## src/uplink_pkg.sv

```systemverilog
`default_nettype none

package uplink_pkg;

  // ------------------------------------------------------------
  // clock and line rates
  // ------------------------------------------------------------
  localparam int unsigned CLK_HZ     = 40_000_000;
  localparam int unsigned BAUD_MODEM = 300;
  localparam int unsigned BAUD_SLOW  = 9600;
  localparam int unsigned BAUD_FAST  = 19200;

  // ------------------------------------------------------------
  // bit periods in clock cycles, rounded to nearest
  // ------------------------------------------------------------
  localparam int DIV_W = 18;
  localparam logic [DIV_W-1:0] DIV_MODEM =
    DIV_W'((CLK_HZ + BAUD_MODEM / 2) / BAUD_MODEM);
  localparam logic [DIV_W-1:0] DIV_SLOW =
    DIV_W'((CLK_HZ + BAUD_SLOW / 2) / BAUD_SLOW);
  localparam logic [DIV_W-1:0] DIV_FAST =
    DIV_W'((CLK_HZ + BAUD_FAST / 2) / BAUD_FAST);

  // ------------------------------------------------------------
  // character framing and buffering
  // ------------------------------------------------------------
  localparam int DATA_BITS  = 8;
  localparam int FRAME_BITS = 10;
  localparam int ROUTE_BIT  = 7;
  localparam int FIFO_W     = 8;
  localparam int FIFO_DEPTH = 32;
  localparam int CNT_W      = 6;

  // ------------------------------------------------------------
  // reset values
  // ------------------------------------------------------------
  localparam logic LINE_IDLE = 1'b1;

  // ------------------------------------------------------------
  // state encodings
  // ------------------------------------------------------------
  typedef enum logic [3:0] {
    RX_IDLE  = 4'h1,
    RX_START = 4'h2,
    RX_DATA  = 4'h4,
    RX_STOP  = 4'h8
  } rx_state_t;

  typedef enum logic [2:0] {
    W_SCAN  = 3'h1,
    W_COUNT = 3'h2,
    W_PAY   = 3'h4
  } wet_state_t;

  typedef enum logic [2:0] {
    D_SCAN  = 3'h1,
    D_COUNT = 3'h2,
    D_PAY   = 3'h4
  } deck_state_t;

endpackage

`default_nettype wire

```

## src/uart_link.sv

```systemverilog
`timescale 1ns/1ps
`default_nettype none

module uart_link
(
  // clock and reset
  input  wire logic                          clk,
  input  wire logic                          rst,
  // bit period in cycles
  input  wire logic [uplink_pkg::DIV_W-1:0]  div,
  // receive side, rxd already synchronised
  input  wire logic                          rxd,
  output logic      [7:0]                    rx_data,
  output logic                               rx_valid,
  // transmit side
  input  wire logic [7:0]                    tx_data,
  input  wire logic                          tx_start,
  output logic                               tx_busy,
  output logic                               txd
);

  typedef struct packed {
    uplink_pkg::rx_state_t         rst_q;
    logic [uplink_pkg::DIV_W-1:0]  rcnt;
    logic [2:0]                    rbit;
    logic [7:0]                    rsh;
    logic [7:0]                    rdat;
    logic                          rvld;
    logic [uplink_pkg::DIV_W-1:0]  tcnt;
    logic [3:0]                    tbit;
    logic [9:0]                    tsh;
    logic                          busy;
    logic                          txd;
  } uart_t;

  uart_t s;
  uart_t next_s;

  localparam logic [uplink_pkg::DIV_W-1:0] ONE = 18'h00001;

  // ------------------------------------------------------------
  // receiver and transmitter, 1 start, 8 data, 1 stop, no parity
  // ------------------------------------------------------------
  always_comb
  begin
    next_s      = s;
    next_s.rvld = 1'b0;
    case (s.rst_q)
      uplink_pkg::RX_IDLE:
      begin
        if (!rxd)
        begin
          next_s.rst_q = uplink_pkg::RX_START;
          next_s.rcnt  = div >> 1;
        end
      end
      uplink_pkg::RX_START:
      begin
        if (s.rcnt == '0)
        begin
          next_s.rst_q = rxd ? uplink_pkg::RX_IDLE : uplink_pkg::RX_DATA;
          next_s.rcnt  = div - ONE;
          next_s.rbit  = 3'h0;
        end
        else
          next_s.rcnt = s.rcnt - ONE;
      end
      uplink_pkg::RX_DATA:
      begin
        if (s.rcnt == '0)
        begin
          next_s.rsh  = {rxd, s.rsh[7:1]};
          next_s.rcnt = div - ONE;
          next_s.rbit = s.rbit + 3'h1;
          if (s.rbit == 3'h7)
            next_s.rst_q = uplink_pkg::RX_STOP;
        end
        else
          next_s.rcnt = s.rcnt - ONE;
      end
      uplink_pkg::RX_STOP:
      begin
        if (s.rcnt == '0)
        begin
          next_s.rst_q = uplink_pkg::RX_IDLE;
          if (rxd)
          begin
            next_s.rdat = s.rsh;
            next_s.rvld = 1'b1;
          end
        end
        else
          next_s.rcnt = s.rcnt - ONE;
      end
      default:
        next_s.rst_q = uplink_pkg::RX_IDLE;
    endcase
    if (!s.busy)
    begin
      if (tx_start)
      begin
        next_s.tsh  = {1'b1, tx_data, 1'b0};
        next_s.busy = 1'b1;
        next_s.tcnt = div - ONE;
        next_s.tbit = 4'h0;
        next_s.txd  = 1'b0;
      end
    end
    else if (s.tcnt != '0)
      next_s.tcnt = s.tcnt - ONE;
    else if (s.tbit == 4'(uplink_pkg::FRAME_BITS - 1))
    begin
      next_s.busy = 1'b0;
      next_s.txd  = uplink_pkg::LINE_IDLE;
    end
    else
    begin
      next_s.tsh  = {1'b1, s.tsh[9:1]};
      next_s.txd  = s.tsh[1];
      next_s.tbit = s.tbit + 4'h1;
      next_s.tcnt = div - ONE;
    end
  end

  always_ff @(posedge clk)
  begin
    if (rst)
    begin
      s       <= '0;
      s.rst_q <= uplink_pkg::RX_IDLE;
      s.txd   <= uplink_pkg::LINE_IDLE;
    end
    else
      s <= next_s;
  end

  assign rx_data  = s.rdat;
  assign rx_valid = s.rvld;
  assign tx_busy  = s.busy;
  assign txd      = s.txd;

endmodule

`default_nettype wire

```

## src/byte_fifo.sv

```systemverilog
`timescale 1ns/1ps
`default_nettype none

module byte_fifo
#(
  parameter int W     = 8,
  parameter int DEPTH = 32
)
(
  // clock and reset
  input  wire logic                       clk,
  input  wire logic                       rst,
  // filling side
  input  wire logic [W-1:0]               in_data,
  input  wire logic                       in_valid,
  output logic                            in_ready,
  // draining side
  output logic      [W-1:0]               out_data,
  output logic                            out_valid,
  input  wire logic                       out_ready,
  // fill level
  output logic      [$clog2(DEPTH):0]     count
);

  localparam int AW = $clog2(DEPTH);

  typedef struct packed {
    logic [DEPTH-1:0][W-1:0] mem;
    logic [AW-1:0]           wp;
    logic [AW-1:0]           rp;
    logic [AW:0]             cnt;
    logic                    rdy;
  } fifo_t;

  fifo_t s;
  fifo_t next_s;
  logic  push;
  logic  pop;

  // ------------------------------------------------------------
  // pointers and storage
  // ------------------------------------------------------------
  always_comb
  begin
    next_s = s;
    push   = in_valid && s.rdy;
    pop    = out_ready && (s.cnt != '0);
    for (int i = 0; i < DEPTH; i++)
    begin
      if (push && (s.wp == AW'(i)))
        next_s.mem[i] = in_data;
    end
    if (push)
      next_s.wp = s.wp + AW'(1);
    if (pop)
      next_s.rp = s.rp + AW'(1);
    next_s.cnt = s.cnt + (AW+1)'(push) - (AW+1)'(pop);
    next_s.rdy = next_s.cnt != (AW+1)'(DEPTH);
  end

  always_ff @(posedge clk)
  begin
    if (rst)
    begin
      s     <= '0;
      s.rdy <= 1'b1;
    end
    else
      s <= next_s;
  end

  assign in_ready  = s.rdy;
  assign out_data  = s.mem[s.rp];
  assign out_valid = s.cnt != '0;
  assign count     = s.cnt;

endmodule

`default_nettype wire

```

## src/serial_uplink_mux_router.sv

```systemverilog
// Summary of operation
// - instrument line runs at 9600 or 19200 baud, chosen by a strap
// - uplink only carries instrument data upward; downward goes by modem
// - modem characters use 1 start, 8 data, no parity, 1 stop bit
// - underwater: modem byte with bit 7 set goes to water sampler
// - deck: modem byte with bit 7 set is a sampler bottle response
// - underwater: modem byte with bit 7 clear resent to instrument
// - scans go at double rate, leaving a gap for the serial stream
// - instrument bytes buffered during scan, sent as one packet after
// - each packet starts with a count byte of payload bytes following
// - deck splits stream, passes scan, sends payload out at 19200 baud
// - both ends must use the same multiplexed mode
// - recorder output is off while deck demultiplexing is enabled
`timescale 1ns/1ps
`default_nettype none

module serial_uplink_mux_router
#(
  parameter logic [uplink_pkg::DIV_W-1:0] MODEM_BIT_CYC = uplink_pkg::DIV_MODEM,
  parameter logic [uplink_pkg::DIV_W-1:0] SLOW_BIT_CYC  = uplink_pkg::DIV_SLOW
)
(
  // clock and reset
  input  wire logic        CLK,
  input  wire logic        RST,
  // underwater: instrument serial line
  input  wire logic        INST_RXD,
  output logic             INST_TXD,
  input  wire logic        INST_BAUD_FAST,
  output logic             INST_OVERRUN,
  // underwater: scan bytes from acquisition logic
  input  wire logic [7:0]  SCAN_DATA,
  input  wire logic        SCAN_VALID,
  input  wire logic        SCAN_LAST,
  output logic             SCAN_READY,
  // underwater: double-rate telemetry out
  output logic      [7:0]  TLM_DATA,
  output logic             TLM_VALID,
  input  wire logic        TLM_READY,
  // underwater: modem and sampler
  input  wire logic        WET_MODEM_RXD,
  output logic      [7:0]  SAMPLER_CMD_DATA,
  output logic             SAMPLER_CMD_VALID,
  // deck: telemetry in
  input  wire logic        DEMUX_EN,
  input  wire logic [7:0]  LINK_DATA,
  input  wire logic        LINK_VALID,
  input  wire logic        LINK_SCAN_END,
  output logic             LINK_READY,
  // deck: scan and recorder out
  output logic      [7:0]  DECK_SCAN_DATA,
  output logic             DECK_SCAN_VALID,
  output logic      [7:0]  REC_DATA,
  output logic             REC_VALID,
  // deck: serial uplink out
  output logic             UPLINK_TXD,
  // deck: modem, host and sampler
  input  wire logic        DECK_MODEM_RXD,
  output logic             DECK_MODEM_TXD,
  input  wire logic [7:0]  HOST_CMD_DATA,
  input  wire logic        HOST_CMD_VALID,
  output logic             HOST_CMD_READY,
  output logic      [7:0]  SAMPLER_RESP_DATA,
  output logic             SAMPLER_RESP_VALID
);

  typedef struct packed {
    logic [1:0]                inst_rxd_sy;
    logic [1:0]                wmod_rxd_sy;
    logic [1:0]                dmod_rxd_sy;
    logic [1:0]                baud_sy;
    logic [1:0]                demux_sy;
    uplink_pkg::wet_state_t    wstate;
    logic [7:0]                tlm_data;
    logic                      tlm_valid;
    logic                      scan_ready;
    logic [7:0]                wremain;
    logic                      overrun;
    logic [7:0]                icmd;
    logic                      icmd_valid;
    logic [7:0]                scmd;
    logic                      scmd_valid;
    uplink_pkg::deck_state_t   dstate;
    logic [7:0]                dremain;
    logic [7:0]                dscan;
    logic                      dscan_valid;
    logic [7:0]                rec;
    logic                      rec_valid;
    logic                      host_ready;
    logic [7:0]                sresp;
    logic                      sresp_valid;
  } top_t;

  top_t s;
  top_t next_s;

  // ------------------------------------------------------------
  // internal wires
  // ------------------------------------------------------------
  logic [uplink_pkg::DIV_W-1:0]  inst_div;
  logic [7:0]                    inst_rx_data;
  logic                          inst_rx_valid;
  logic                          inst_busy;
  logic                          inst_start;
  logic                          wf_in_ready;
  logic [7:0]                    wf_data;
  logic                          wf_valid;
  logic                          wf_pop;
  logic [uplink_pkg::CNT_W-1:0]  wf_count;
  logic [7:0]                    wmod_data;
  logic                          wmod_valid;
  logic                          df_push;
  logic [7:0]                    df_data;
  logic                          df_valid;
  logic                          df_pop;
  logic                          up_busy;
  logic [7:0]                    dmod_data;
  logic                          dmod_valid;
  logic                          dmod_busy;
  logic                          host_take;
  logic                          link_take;
  logic                          tlm_free;

  // ------------------------------------------------------------
  // underwater: instrument line at strapped rate
  // ------------------------------------------------------------
  assign inst_div = s.baud_sy[1] ? uplink_pkg::DIV_FAST
                                 : SLOW_BIT_CYC;

  uart_link u_inst
  (
    .clk      (CLK),
    .rst      (RST),
    .div      (inst_div),
    .rxd      (s.inst_rxd_sy[1]),
    .rx_data  (inst_rx_data),
    .rx_valid (inst_rx_valid),
    .tx_data  (s.icmd),
    .tx_start (inst_start),
    .tx_busy  (inst_busy),
    .txd      (INST_TXD)
  );

  byte_fifo
  #(
    .W     (uplink_pkg::FIFO_W),
    .DEPTH (uplink_pkg::FIFO_DEPTH)
  )
  u_wet_fifo
  (
    .clk       (CLK),
    .rst       (RST),
    .in_data   (inst_rx_data),
    .in_valid  (inst_rx_valid),
    .in_ready  (wf_in_ready),
    .out_data  (wf_data),
    .out_valid (wf_valid),
    .out_ready (wf_pop),
    .count     (wf_count)
  );

  // ------------------------------------------------------------
  // modem receivers and deck transmitters
  // ------------------------------------------------------------
  uart_link u_wet_modem
  (
    .clk      (CLK),
    .rst      (RST),
    .div      (MODEM_BIT_CYC),
    .rxd      (s.wmod_rxd_sy[1]),
    .rx_data  (wmod_data),
    .rx_valid (wmod_valid),
    .tx_data  (8'h00),
    .tx_start (1'b0),
    .tx_busy  (),
    .txd      ()
  );

  uart_link u_deck_modem
  (
    .clk      (CLK),
    .rst      (RST),
    .div      (MODEM_BIT_CYC),
    .rxd      (s.dmod_rxd_sy[1]),
    .rx_data  (dmod_data),
    .rx_valid (dmod_valid),
    .tx_data  (HOST_CMD_DATA),
    .tx_start (host_take),
    .tx_busy  (dmod_busy),
    .txd      (DECK_MODEM_TXD)
  );

  byte_fifo
  #(
    .W     (uplink_pkg::FIFO_W),
    .DEPTH (uplink_pkg::FIFO_DEPTH)
  )
  u_deck_fifo
  (
    .clk       (CLK),
    .rst       (RST),
    .in_data   (LINK_DATA),
    .in_valid  (df_push),
    .in_ready  (LINK_READY),
    .out_data  (df_data),
    .out_valid (df_valid),
    .out_ready (df_pop),
    .count     ()
  );

  uart_link u_uplink
  (
    .clk      (CLK),
    .rst      (RST),
    .div      (uplink_pkg::DIV_FAST),
    .rxd      (uplink_pkg::LINE_IDLE),
    .rx_data  (),
    .rx_valid (),
    .tx_data  (df_data),
    .tx_start (df_pop),
    .tx_busy  (up_busy),
    .txd      (UPLINK_TXD)
  );

  // ------------------------------------------------------------
  // handshake terms
  // ------------------------------------------------------------
  assign inst_start = s.icmd_valid && !inst_busy;
  assign host_take  = HOST_CMD_VALID && s.host_ready;
  assign link_take  = LINK_VALID && LINK_READY;
  assign df_pop     = df_valid && !up_busy;
  assign tlm_free   = !s.tlm_valid || TLM_READY;
  assign wf_pop     = (s.wstate == uplink_pkg::W_PAY) && tlm_free;
  assign df_push    = link_take && (s.dstate == uplink_pkg::D_PAY);

  // ------------------------------------------------------------
  // next state
  // ------------------------------------------------------------
  always_comb
  begin
    next_s = s;
    next_s.inst_rxd_sy = {s.inst_rxd_sy[0], INST_RXD};
    next_s.wmod_rxd_sy = {s.wmod_rxd_sy[0], WET_MODEM_RXD};
    next_s.dmod_rxd_sy = {s.dmod_rxd_sy[0], DECK_MODEM_RXD};
    next_s.baud_sy     = {s.baud_sy[0], INST_BAUD_FAST};
    next_s.demux_sy    = {s.demux_sy[0], DEMUX_EN};
    next_s.scmd_valid  = 1'b0;
    next_s.dscan_valid = 1'b0;
    next_s.rec_valid   = 1'b0;
    next_s.sresp_valid = 1'b0;

    // underwater: bytes lost to a full buffer raise a sticky flag
    if (inst_rx_valid && !wf_in_ready)
      next_s.overrun = 1'b1;

    // underwater telemetry: scan first, then packet in the gap
    if (TLM_READY)
      next_s.tlm_valid = 1'b0;
    case (s.wstate)
      uplink_pkg::W_SCAN:
      begin
        if (SCAN_VALID && s.scan_ready)
        begin
          next_s.tlm_data  = SCAN_DATA;
          next_s.tlm_valid = 1'b1;
          if (SCAN_LAST)
            next_s.wstate = uplink_pkg::W_COUNT;
        end
      end
      uplink_pkg::W_COUNT:
      begin
        if (tlm_free)
        begin
          next_s.tlm_data  = {2'h0, wf_count};
          next_s.tlm_valid = 1'b1;
          next_s.wremain   = {2'h0, wf_count};
          next_s.wstate    = (wf_count == '0) ? uplink_pkg::W_SCAN
                                              : uplink_pkg::W_PAY;
        end
      end
      uplink_pkg::W_PAY:
      begin
        if (tlm_free)
        begin
          next_s.tlm_data  = wf_data;
          next_s.tlm_valid = 1'b1;
          next_s.wremain   = s.wremain - 8'h01;
          if (s.wremain == 8'h01)
            next_s.wstate = uplink_pkg::W_SCAN;
        end
      end
      default:
        next_s.wstate = uplink_pkg::W_SCAN;
    endcase
    next_s.scan_ready = (next_s.wstate == uplink_pkg::W_SCAN)
                        && !next_s.tlm_valid;

    // underwater modem: route by the top data bit
    if (inst_start)
      next_s.icmd_valid = 1'b0;
    if (wmod_valid)
    begin
      if (wmod_data[uplink_pkg::ROUTE_BIT])
      begin
        next_s.scmd       = wmod_data;
        next_s.scmd_valid = 1'b1;
      end
      else
      begin
        next_s.icmd       = wmod_data;
        next_s.icmd_valid = 1'b1;
      end
    end

    // deck: split scan bytes from packets
    if (link_take)
    begin
      case (s.dstate)
        uplink_pkg::D_SCAN:
        begin
          next_s.dscan       = LINK_DATA;
          next_s.dscan_valid = 1'b1;
          next_s.rec         = LINK_DATA;
          next_s.rec_valid   = !s.demux_sy[1];
          if (LINK_SCAN_END && s.demux_sy[1])
            next_s.dstate = uplink_pkg::D_COUNT;
        end
        uplink_pkg::D_COUNT:
        begin
          next_s.dremain = LINK_DATA;
          next_s.dstate  = (LINK_DATA == 8'h00)
                           ? uplink_pkg::D_SCAN
                           : uplink_pkg::D_PAY;
        end
        uplink_pkg::D_PAY:
        begin
          next_s.dremain = s.dremain - 8'h01;
          if (s.dremain == 8'h01)
            next_s.dstate = uplink_pkg::D_SCAN;
        end
        default:
          next_s.dstate = uplink_pkg::D_SCAN;
      endcase
    end

    // deck modem: sampler responses, host commands downward
    if (dmod_valid && dmod_data[uplink_pkg::ROUTE_BIT])
    begin
      next_s.sresp       = dmod_data;
      next_s.sresp_valid = 1'b1;
    end
    next_s.host_ready = !dmod_busy && !host_take;
  end

  // ------------------------------------------------------------
  // state register
  // ------------------------------------------------------------
  always_ff @(posedge CLK)
  begin
    if (RST)
    begin
      s             <= '0;
      s.inst_rxd_sy <= 2'h3;
      s.wmod_rxd_sy <= 2'h3;
      s.dmod_rxd_sy <= 2'h3;
      s.wstate      <= uplink_pkg::W_SCAN;
      s.dstate      <= uplink_pkg::D_SCAN;
    end
    else
      s <= next_s;
  end

  // ------------------------------------------------------------
  // outputs
  // ------------------------------------------------------------
  assign INST_OVERRUN       = s.overrun;
  assign SCAN_READY         = s.scan_ready;
  assign TLM_DATA           = s.tlm_data;
  assign TLM_VALID          = s.tlm_valid;
  assign SAMPLER_CMD_DATA   = s.scmd;
  assign SAMPLER_CMD_VALID  = s.scmd_valid;
  assign DECK_SCAN_DATA     = s.dscan;
  assign DECK_SCAN_VALID    = s.dscan_valid;
  assign REC_DATA           = s.rec;
  assign REC_VALID          = s.rec_valid;
  assign HOST_CMD_READY     = s.host_ready;
  assign SAMPLER_RESP_DATA  = s.sresp;
  assign SAMPLER_RESP_VALID = s.sresp_valid;

endmodule

`default_nettype wire

```

## config.mk

```make
export PLATFORM = sky130hd
export DESIGN_NAME = serial_uplink_mux_router
export DESIGN_NICKNAME = d
export VERILOG_FILES = /design/src/uplink_pkg.sv /design/src/uart_link.sv /design/src/byte_fifo.sv /design/src/serial_uplink_mux_router.sv
export SDC_FILE = /design/constraint.sdc
export NUM_CORES = 2
export LEC_CHECK = 0
export BUFFER_PORTS_ARGS = -buffer_cell sky130_fd_sc_hd__buf_4
export CAP_MARGIN = 0
export CORE_MARGIN = 2
export CORE_UTILIZATION = 60
export DETAILED_ROUTE_END_ITERATION = 10
export GPL_ROUTABILITY_DRIVEN = 0
export PLACE_DENSITY = 0.79
export SLEW_MARGIN = 20
export SYNTH_ARGS = -nofsm -noshare
export SYNTH_HDL_FRONTEND = slang
export SYNTH_SLANG_ARGS = --single-unit
```

## constraint.sdc

```tcl
create_clock -name CLK -period 3.53 [get_ports CLK]
set_input_delay 0 -clock CLK [delete_from_list [all_inputs] [get_ports CLK]]
set_output_delay 0 -clock CLK [all_outputs]
set_load 0.05 [all_outputs]
```

== Yosys cells after proc, flatten, opt, wreduce, memory -nomap -nowiden ==
Index checks and enable logic that the tools add are counted.

* Flip-flop bits (word level): 854
* Bits in latches: 0
* Bits in writable memories: 0
* Bits in read-only memories: 0
* Input bits: 37
* Output and inout port bits: 52
* Logic and storage cells: 530
* Memories: 0

* Add/sub/neg operators: 23
* Multipliers: 0
* Div/mod/pow operators: 0
* $lt $le $gt $ge: 2
* Eq/ne operators: 123
* Shift-type cells: 0
* Mux-type cells: 91
* Bitwise gates (word level): 10
* Reduce and logical (&&, ||, !) cells: 153

{| class="wikitable"
|+ Operators with widths
! cell !! number
|-
| 34-bit two-way mux || 6
|-
| 18-bit two-way mux || 9
|-
| 18-bit case mux with 3 select lines || 3
|-
| 5-bit equality test (second input constant) || 32
|-
| 18-bit by 1-bit subtractor with 18-bit output (second input constant) || 6
|-
| 32-bit two-way mux || 3
|-
| 8-bit binary-select mux with 5-bit select || 2
|-
| 5-bit by 4-bit equality test with 1-bit output (second input constant) || 16
|-
| 1-bit logical AND || 80
|-
| 22-bit two-way mux || 3
|-
| 18-bit zero test || 3
|-
| 18-bit nonzero test || 3
|-
| 16-bit two-way mux || 3
|-
| 4-bit two-way mux || 12
|-
| 4-bit case mux with 4 select lines || 3
|-
| 3-bit AND reduction || 14
|-
| 5-bit by 3-bit equality test with 1-bit output (second input constant) || 8
|-
| 12-bit two-way mux || 3
|-
| 3-bit two-way mux || 12
|-
| 11-bit two-way mux || 3
|-
| 8-bit two-way mux || 4
|-
| 2-bit != test (second input constant) || 16
|-
| 8-bit case mux with 2 select lines || 2
|-
| 9-bit case mux with 3 select lines || 1
|-
| other kinds (41) || 155
|}

== Depth between registers and ports, before layout ==
* Depth in word-level cells: 6
* Gate-level depth with buffers: 16
* Mapped depth without buffers: 15

== Hierarchy ==
From an unflattened synthesis, not the netlist that was laid out.

* Cell total of the unflattened synthesis: 5606
* Area total of the unflattened synthesis: 46862.4 µm²

{| class="wikitable"
|+ Modules (own cells, without submodules)
! module !! instances !! cells an instance !! area an instance (µm²) !! sequential area each (µm²)
|-
| byte_fifo at u_deck_fifo || 1 || 1405 || 12309.3 || 5465.2
|-
| byte_fifo at u_wet_fifo || 1 || 1405 || 12294.3 || 5465.2
|-
| uart_link at u_inst ... || 2 || 583 || 4621.9 || 1501.4
|-
| uart_link at u_wet_modem || 1 || 602 || 4644.5 || 1501.4
|-
| uart_link at u_deck_modem || 1 || 592 || 4565.6 || 1501.4
|-
| serial_uplink_mux_router || 1 || 436 || 3804.9 || 1601.5
|}

== Worst setup path after synthesis ==
Ideal clock, no wire load.

* Path kind: reg-to-reg
* Start point: reg u_deck_fifo.s (netlist bit u_deck_fifo.count[2])
* End point: reg u_deck_fifo.s (netlist bit u_deck_fifo.in_ready)
* Setup time: 0.130 ns
* Arrival time: 2.788 ns
* Required time: 3.400 ns
* Setup slack: 0.613 ns
* Cell stages (with the launch flop): 17
* Buffers on the path: 1
* Clock period less this slack: 2.917 ns
* Cell sequence: dfxtp_1 -> inv_1 -> ha_1 -> nor4bb_1 -> nor2_1 -> clkbuf_1 -> ha_1 -> inv_1 -> ha_1 -> inv_1 -> fa_1 -> inv_1 -> a21oi_1 -> nor2_1 -> nor2_1 -> xor2_1 -> nand4bb_1

* Cells in the longest elaborated chain, start to end: 5
* Elaborated cells on any way between the ends: 6
* Classes of those cells: add/sub: 2; eq/ne: 1; reduce/logical: 3

{| class="wikitable"
|+ RTL lines
! element !! RTL line !! text
|-
| start: declaration || byte_fifo.sv:35 || <nowiki>fifo_t s;</nowiki>
|-
| start signal: assignment || byte_fifo.sv:69 || <nowiki>s <= next_s;</nowiki>
|-
| 6-bit nonzero test * || byte_fifo.sv:47, byte_fifo.sv:74 ||
|-
| 1-bit logical AND || serial_uplink_mux_router.sv:231 || <nowiki>assign df_pop = df_valid && !up_busy;</nowiki>
|-
| 1-bit logical AND * || byte_fifo.sv:47 || <nowiki>pop = out_ready && (s.cnt != '0);</nowiki>
|-
| net u_deck_fifo.pop || byte_fifo.sv:38 || <nowiki>logic pop;</nowiki>
|-
| 6-bit by 1-bit subtractor with 6-bit output * || byte_fifo.sv:57 || <nowiki>next_s.cnt = s.cnt + (AW+1)'(push) - (AW+1)'(pop);</nowiki>
|-
| 6-bit != test * || byte_fifo.sv:58 || <nowiki>next_s.rdy = next_s.cnt != (AW+1)'(DEPTH);</nowiki>
|}

The timed path passes the listed nets; every way through them passes the cells marked *.
A chain may end at the register's enable or synchronous reset.

== Worst setup path after layout ==
* Start point: reg u_deck_fifo.s (netlist bit u_deck_fifo.count[2])
* End point: reg u_deck_fifo.s (netlist bit u_deck_fifo.in_ready)

* Cells in the longest elaborated chain, start to end: 5
* Elaborated cells on any way between the ends: 6
* Classes of those cells: add/sub: 2; eq/ne: 1; reduce/logical: 3

{| class="wikitable"
|+ RTL lines
! element !! RTL line
|-
| branches (longest 3 deep; another with 6-bit by 1-bit adder with 6-bit output) || n/a
|-
| 6-bit by 1-bit subtractor with 6-bit output * || byte_fifo.sv:57
|-
| 6-bit != test * || byte_fifo.sv:58
|}

Mark *: on every way between the ends.

==> out/results.tsv <==
stage	metric	value	unit
run_status	status	complete, no violations	
global_route	grt total ovfl	0	
worst_setup_path	R2R depth	15	
global_route	vias in the first global route	30375	
logic_synthesis	post-synthesis sequential area ratio	0.438	
clock_network	clock tree buffer depth	3	
min_path	Worst Hold Class	in -> reg	
sta	actual slew at the worst max-slew pin	1.24	ns
worst_setup_path	crit-path max FO	14	
worst_setup_path	reg2reg start	u_deck_fifo.count[2]$_SDFF_PP0_	
routing	DRC	0	
layout	fill count	5070	
routing	Wirelength per Cell	18.0	microns
run	max cap viols	0	
routing	initial drt markers	3509	
sta	Final Critical Period	3.18	ns
logic_synthesis	ys flop type	dfxtp_1	
floorplanning	Die W	259	microns
floorplanning	Die H	259	microns
routing	DR vias	32187	
worst_setup_path	Critical path buffers and inverters	4	
worst_setup_path	critical path arrival	3.69	ns
layout	sequential cell area	17000	sq um
logic_synthesis	cell area after synthesis	38900	sq um
worst_setup_path	Worst Setup EP	u_deck_fifo.in_ready$_SDFF_PP1_	
routing	DRT Pass-1 Iters	8	
worst_setup_path	CP most frequent cell	inv_1	
global_route	first-pass GRT wire length	157000	microns
logic_synthesis	Synth top area share	0.438	
clock_network	Num CTS Buffers	86	
worst_setup_path	worst path cell trace	inv_1, ha_1, nor4bb_1, nor2_1, ha_1, inv_1, ha_1, inv_1, fa_1, inv_1, a21oi_1, nor2_1, nor2_1, xor2_1, nand4bb_1	
global_route	initial antenna violation count	1	
power	internal power	17.0	mW
placed_design	dpl cell area	39600	sq um
global_route	gr busiest metal	met2	
floorplanning	total die area	66800	sq um
logic_synthesis	Ys Warns	0	
routing	vias per cell	6.09	
floorplanning	initial core utilization	0.605	
floorplanning	Core Area	64200	sq um
logic_synthesis	Cell variety after synth	88	
floorplanning	I/O pin cnt	89	
power	Seq pwr share	0.439	
logic_synthesis	Synth area leader	dfxtp_1	
sta	clock skew	0.0166	ns
sta	Pins Over Slew Limit	0	
placed_design	dpl hpwl	58300	microns
sta	Rel. slew slack	0.175	
logic_synthesis	Commonest cells post-synth	851 x dfxtp_1, 547 x nor2_1, 490 x nand2_1	
power	Net Sw Frac	0.268	
power	VDD IR-drop max	0.380	mV
floorplanning	# rows	93	
worst_setup_path	r2r endpoint	u_deck_fifo.in_ready$_SDFF_PP1_	
layout	share of layout cells above drive strength 1	0.103	
sta	f_max	0.314	GHz
worst_setup_path	nature of the critical path startpoint	flip-flop	
global_route	M2 GR Usage	0.449	
logic_synthesis	Synth Register Bits	851	
sta	Final TNS setup	0	ns
logic_synthesis	Gate Count Post-Synth	4446	
routing	Routed Antenna Nets	0	
worst_setup_path	CP Capture Type	flip-flop	
global_route	pin count of the biggest net entering global routing	240	
clock_network	maximum level of the CTS H-tree	3	
clock_network	CTS Sinks	851	
logic_synthesis	Post-synth EDFFs	0	
worst_setup_path	CP Class	reg -> reg	
layout	Area Overhead vs Synth	11.1	%
clock_network	Clock Latency Late Sink	0.65	ns
worst_setup_path	CP top delay family	adder cells	
power	Static Leakage	14.8	nW
worst_setup_path	Stages on worst setup path	15	
routing	WL final	95300	microns
clock_network	CTS tree	done	
sta	final setup fails	0	
logic_synthesis	ys async rst share	0	
clock_network	Clock transition at path regs	0.06	ns
layout	multi-input logic area	20000	sq um
global_route	met1 Use GR	0.394	
min_path	Worst Hold Path Cells	3	
clock_network	setup bufs post-CTS	0	
logic_synthesis	Area contributors post-synth	dfxtp_1 44%, mux2i_1 9.8%, a21oi_1 5.7%, nor2_1 5.3%, nand2_1 4.7%	
layout	Final Cell Area	43200	sq um
power	Clock power frac	0.420	
layout	Net count, final	4453	
sta	period utilization	0.901	
sta	final hold vios	0	
placed_design	port bufs	88	
logic_synthesis	post-synthesis net count	4537	
global_route	met3 Usage GRT	0.0367	
power	Comb power frac	0.140	
global_route	Tot GR Track Use	0.280	
worst_setup_path	Crit-path slowest cell	nor2_1	
logic_synthesis	Post-Syn Area per Cell	8.74	sq um
power	Final Power	23.3	mW
worst_setup_path	Worst path max stage delay	0.68	ns
logic_synthesis	top-count cell post-synth	dfxtp_1	
sta	RSZ-0062 raised after global routing	no	
power	total net switching power	6.24	mW
power	P per Cell Area	539	nW/um^2
layout	final core utilization	0.672	
worst_setup_path	Crit path required time	4.04	ns
worst_setup_path	crit path launch	u_deck_fifo.count[2]$_SDFF_PP0_	
worst_setup_path	flop2flop setup slack	0.35	ns
clock_network	root buffer cell	clkbuf_16	
==> worst min-delay path by stage <==
| stage | startpoint | endpoint | slack, ns |
|---|---|---|---|
| floorplan | DECK_MODEM_RXD | next_s[84]$_SDFF_PP1_ | 0.10 |
| global placement | DECK_MODEM_RXD | next_s[84]$_SDFF_PP1_ | 0.21 |
| detailed placement | WET_MODEM_RXD | next_s[86]$_SDFF_PP1_ | 0.21 |
| CTS | INST_RXD | next_s[88]$_SDFF_PP1_ | 0.09 |
| global route | DECK_MODEM_RXD | next_s[84]$_SDFF_PP1_ | 0.11 |
| finish | DECK_MODEM_RXD | next_s[84]$_SDFF_PP1_ | 0.12 |
==> registers in the layout, summed over array words and instances, names as in the netlist, 31 cells and up <==
name	count
u_deck_modem.s	64
u_inst.s	64
u_uplink.s	31
u_wet_modem.s	33
u_deck_fifo.s	266
s	35
u_wet_fifo.s	266
==> through the flow <==
step                      cells  setup slack (ns)  hold WS, ns
after floorplan            4446             0.613        0.104
after global placement     5080             0.483        0.214
after detailed placement   5080             0.344        0.212
after CTS                  5284             0.313       0.0899
after global routing       5284            0.0262        0.107
final                      5285             0.349        0.118
==> layout by cell type (no fill, tap or decap), types with 16 or more instances in the layout <==
master / count
dfxtp_1: 847
nor2_1: 547
nand2_1: 490
a21oi_1: 443
mux2i_1: 382
nand3_1: 241
o21ai_0: 185
buf_4: 163
clkbuf_16: 87
mux4_2: 81
inv_1: 68
a22oi_1: 67
nor3_1: 54
ha_1: 52
dlygate4sd3_1: 49
xnor2_1: 46
xor2_1: 45
or3_1: 32
nor4_1: 30
nor2b_1: 29
nand4_1: 28
a211oi_1: 26
nand2b_1: 25
a31oi_1: 22
or4_1: 20
and3_1: 17
and2_1: 16
o22ai_1: 16
==> cell families after synthesis <==
logic type	Yosys count	share of synthesized area
AO/OA/AOI/OAI	904	0.137
XOR/XNOR	91	0.0205
adder cells (fa/ha/maj)	54	0.0178
buffers and inverters	458	0.0492
flip-flops	851	0.438
multiplexers	463	0.145
AND/OR/NAND/NOR	1625	0.192
==> cell type report <==
class,instances,share of cell area
Clock inverter,39,0.0143
Inverter,70,0.00609
Sequential cell,851,0.395
Timing Repair Buffer,216,0.0414
Antenna cell,1,0.0000580
Clock buffer,116,0.0562
Multi-Input combinational cell,3137,0.462
Tap cell,855,0.0248
==> power by group through the flow <==
| stage | Sequential, mW | Combinational, mW | Clock (mW) |
|---|---|---|---|
| finish | 10.2 | 3.27 | 9.78 |
| global route | 10.3 | 3.60 | 10.3 |
| CTS | 10.2 | 3.24 | 9.90 |
| detailed placement | 10.4 | 3.16 | 0 |
| global placement | 10.4 | 3.13 | 0 |
| floorplan | 10.3 | 2.53 | 0 |
==> worst min-delay path: stages <==
cell and delay (ns):
dlygate4sd3_1 0.53, buf_4 0.11, or2_2 0.09
==> metal layers <==
metal | up-vias | part of all wire
li1 | 15448 | -
met1 | 15399 | 0.44
met2 | 1182 | 0.46
met3 | 158 | 0.072
met4 | 0 | 0.023
met5 | - | 0
==> timing repair <==
item / 4_1_cts / 5_1_grt
hold buffers: 49 / 0
endpoints found under the hold margin: 322 / 0
resized for setup: 0 / 0
Note: power is estimated with default switching activity, not from simulation.
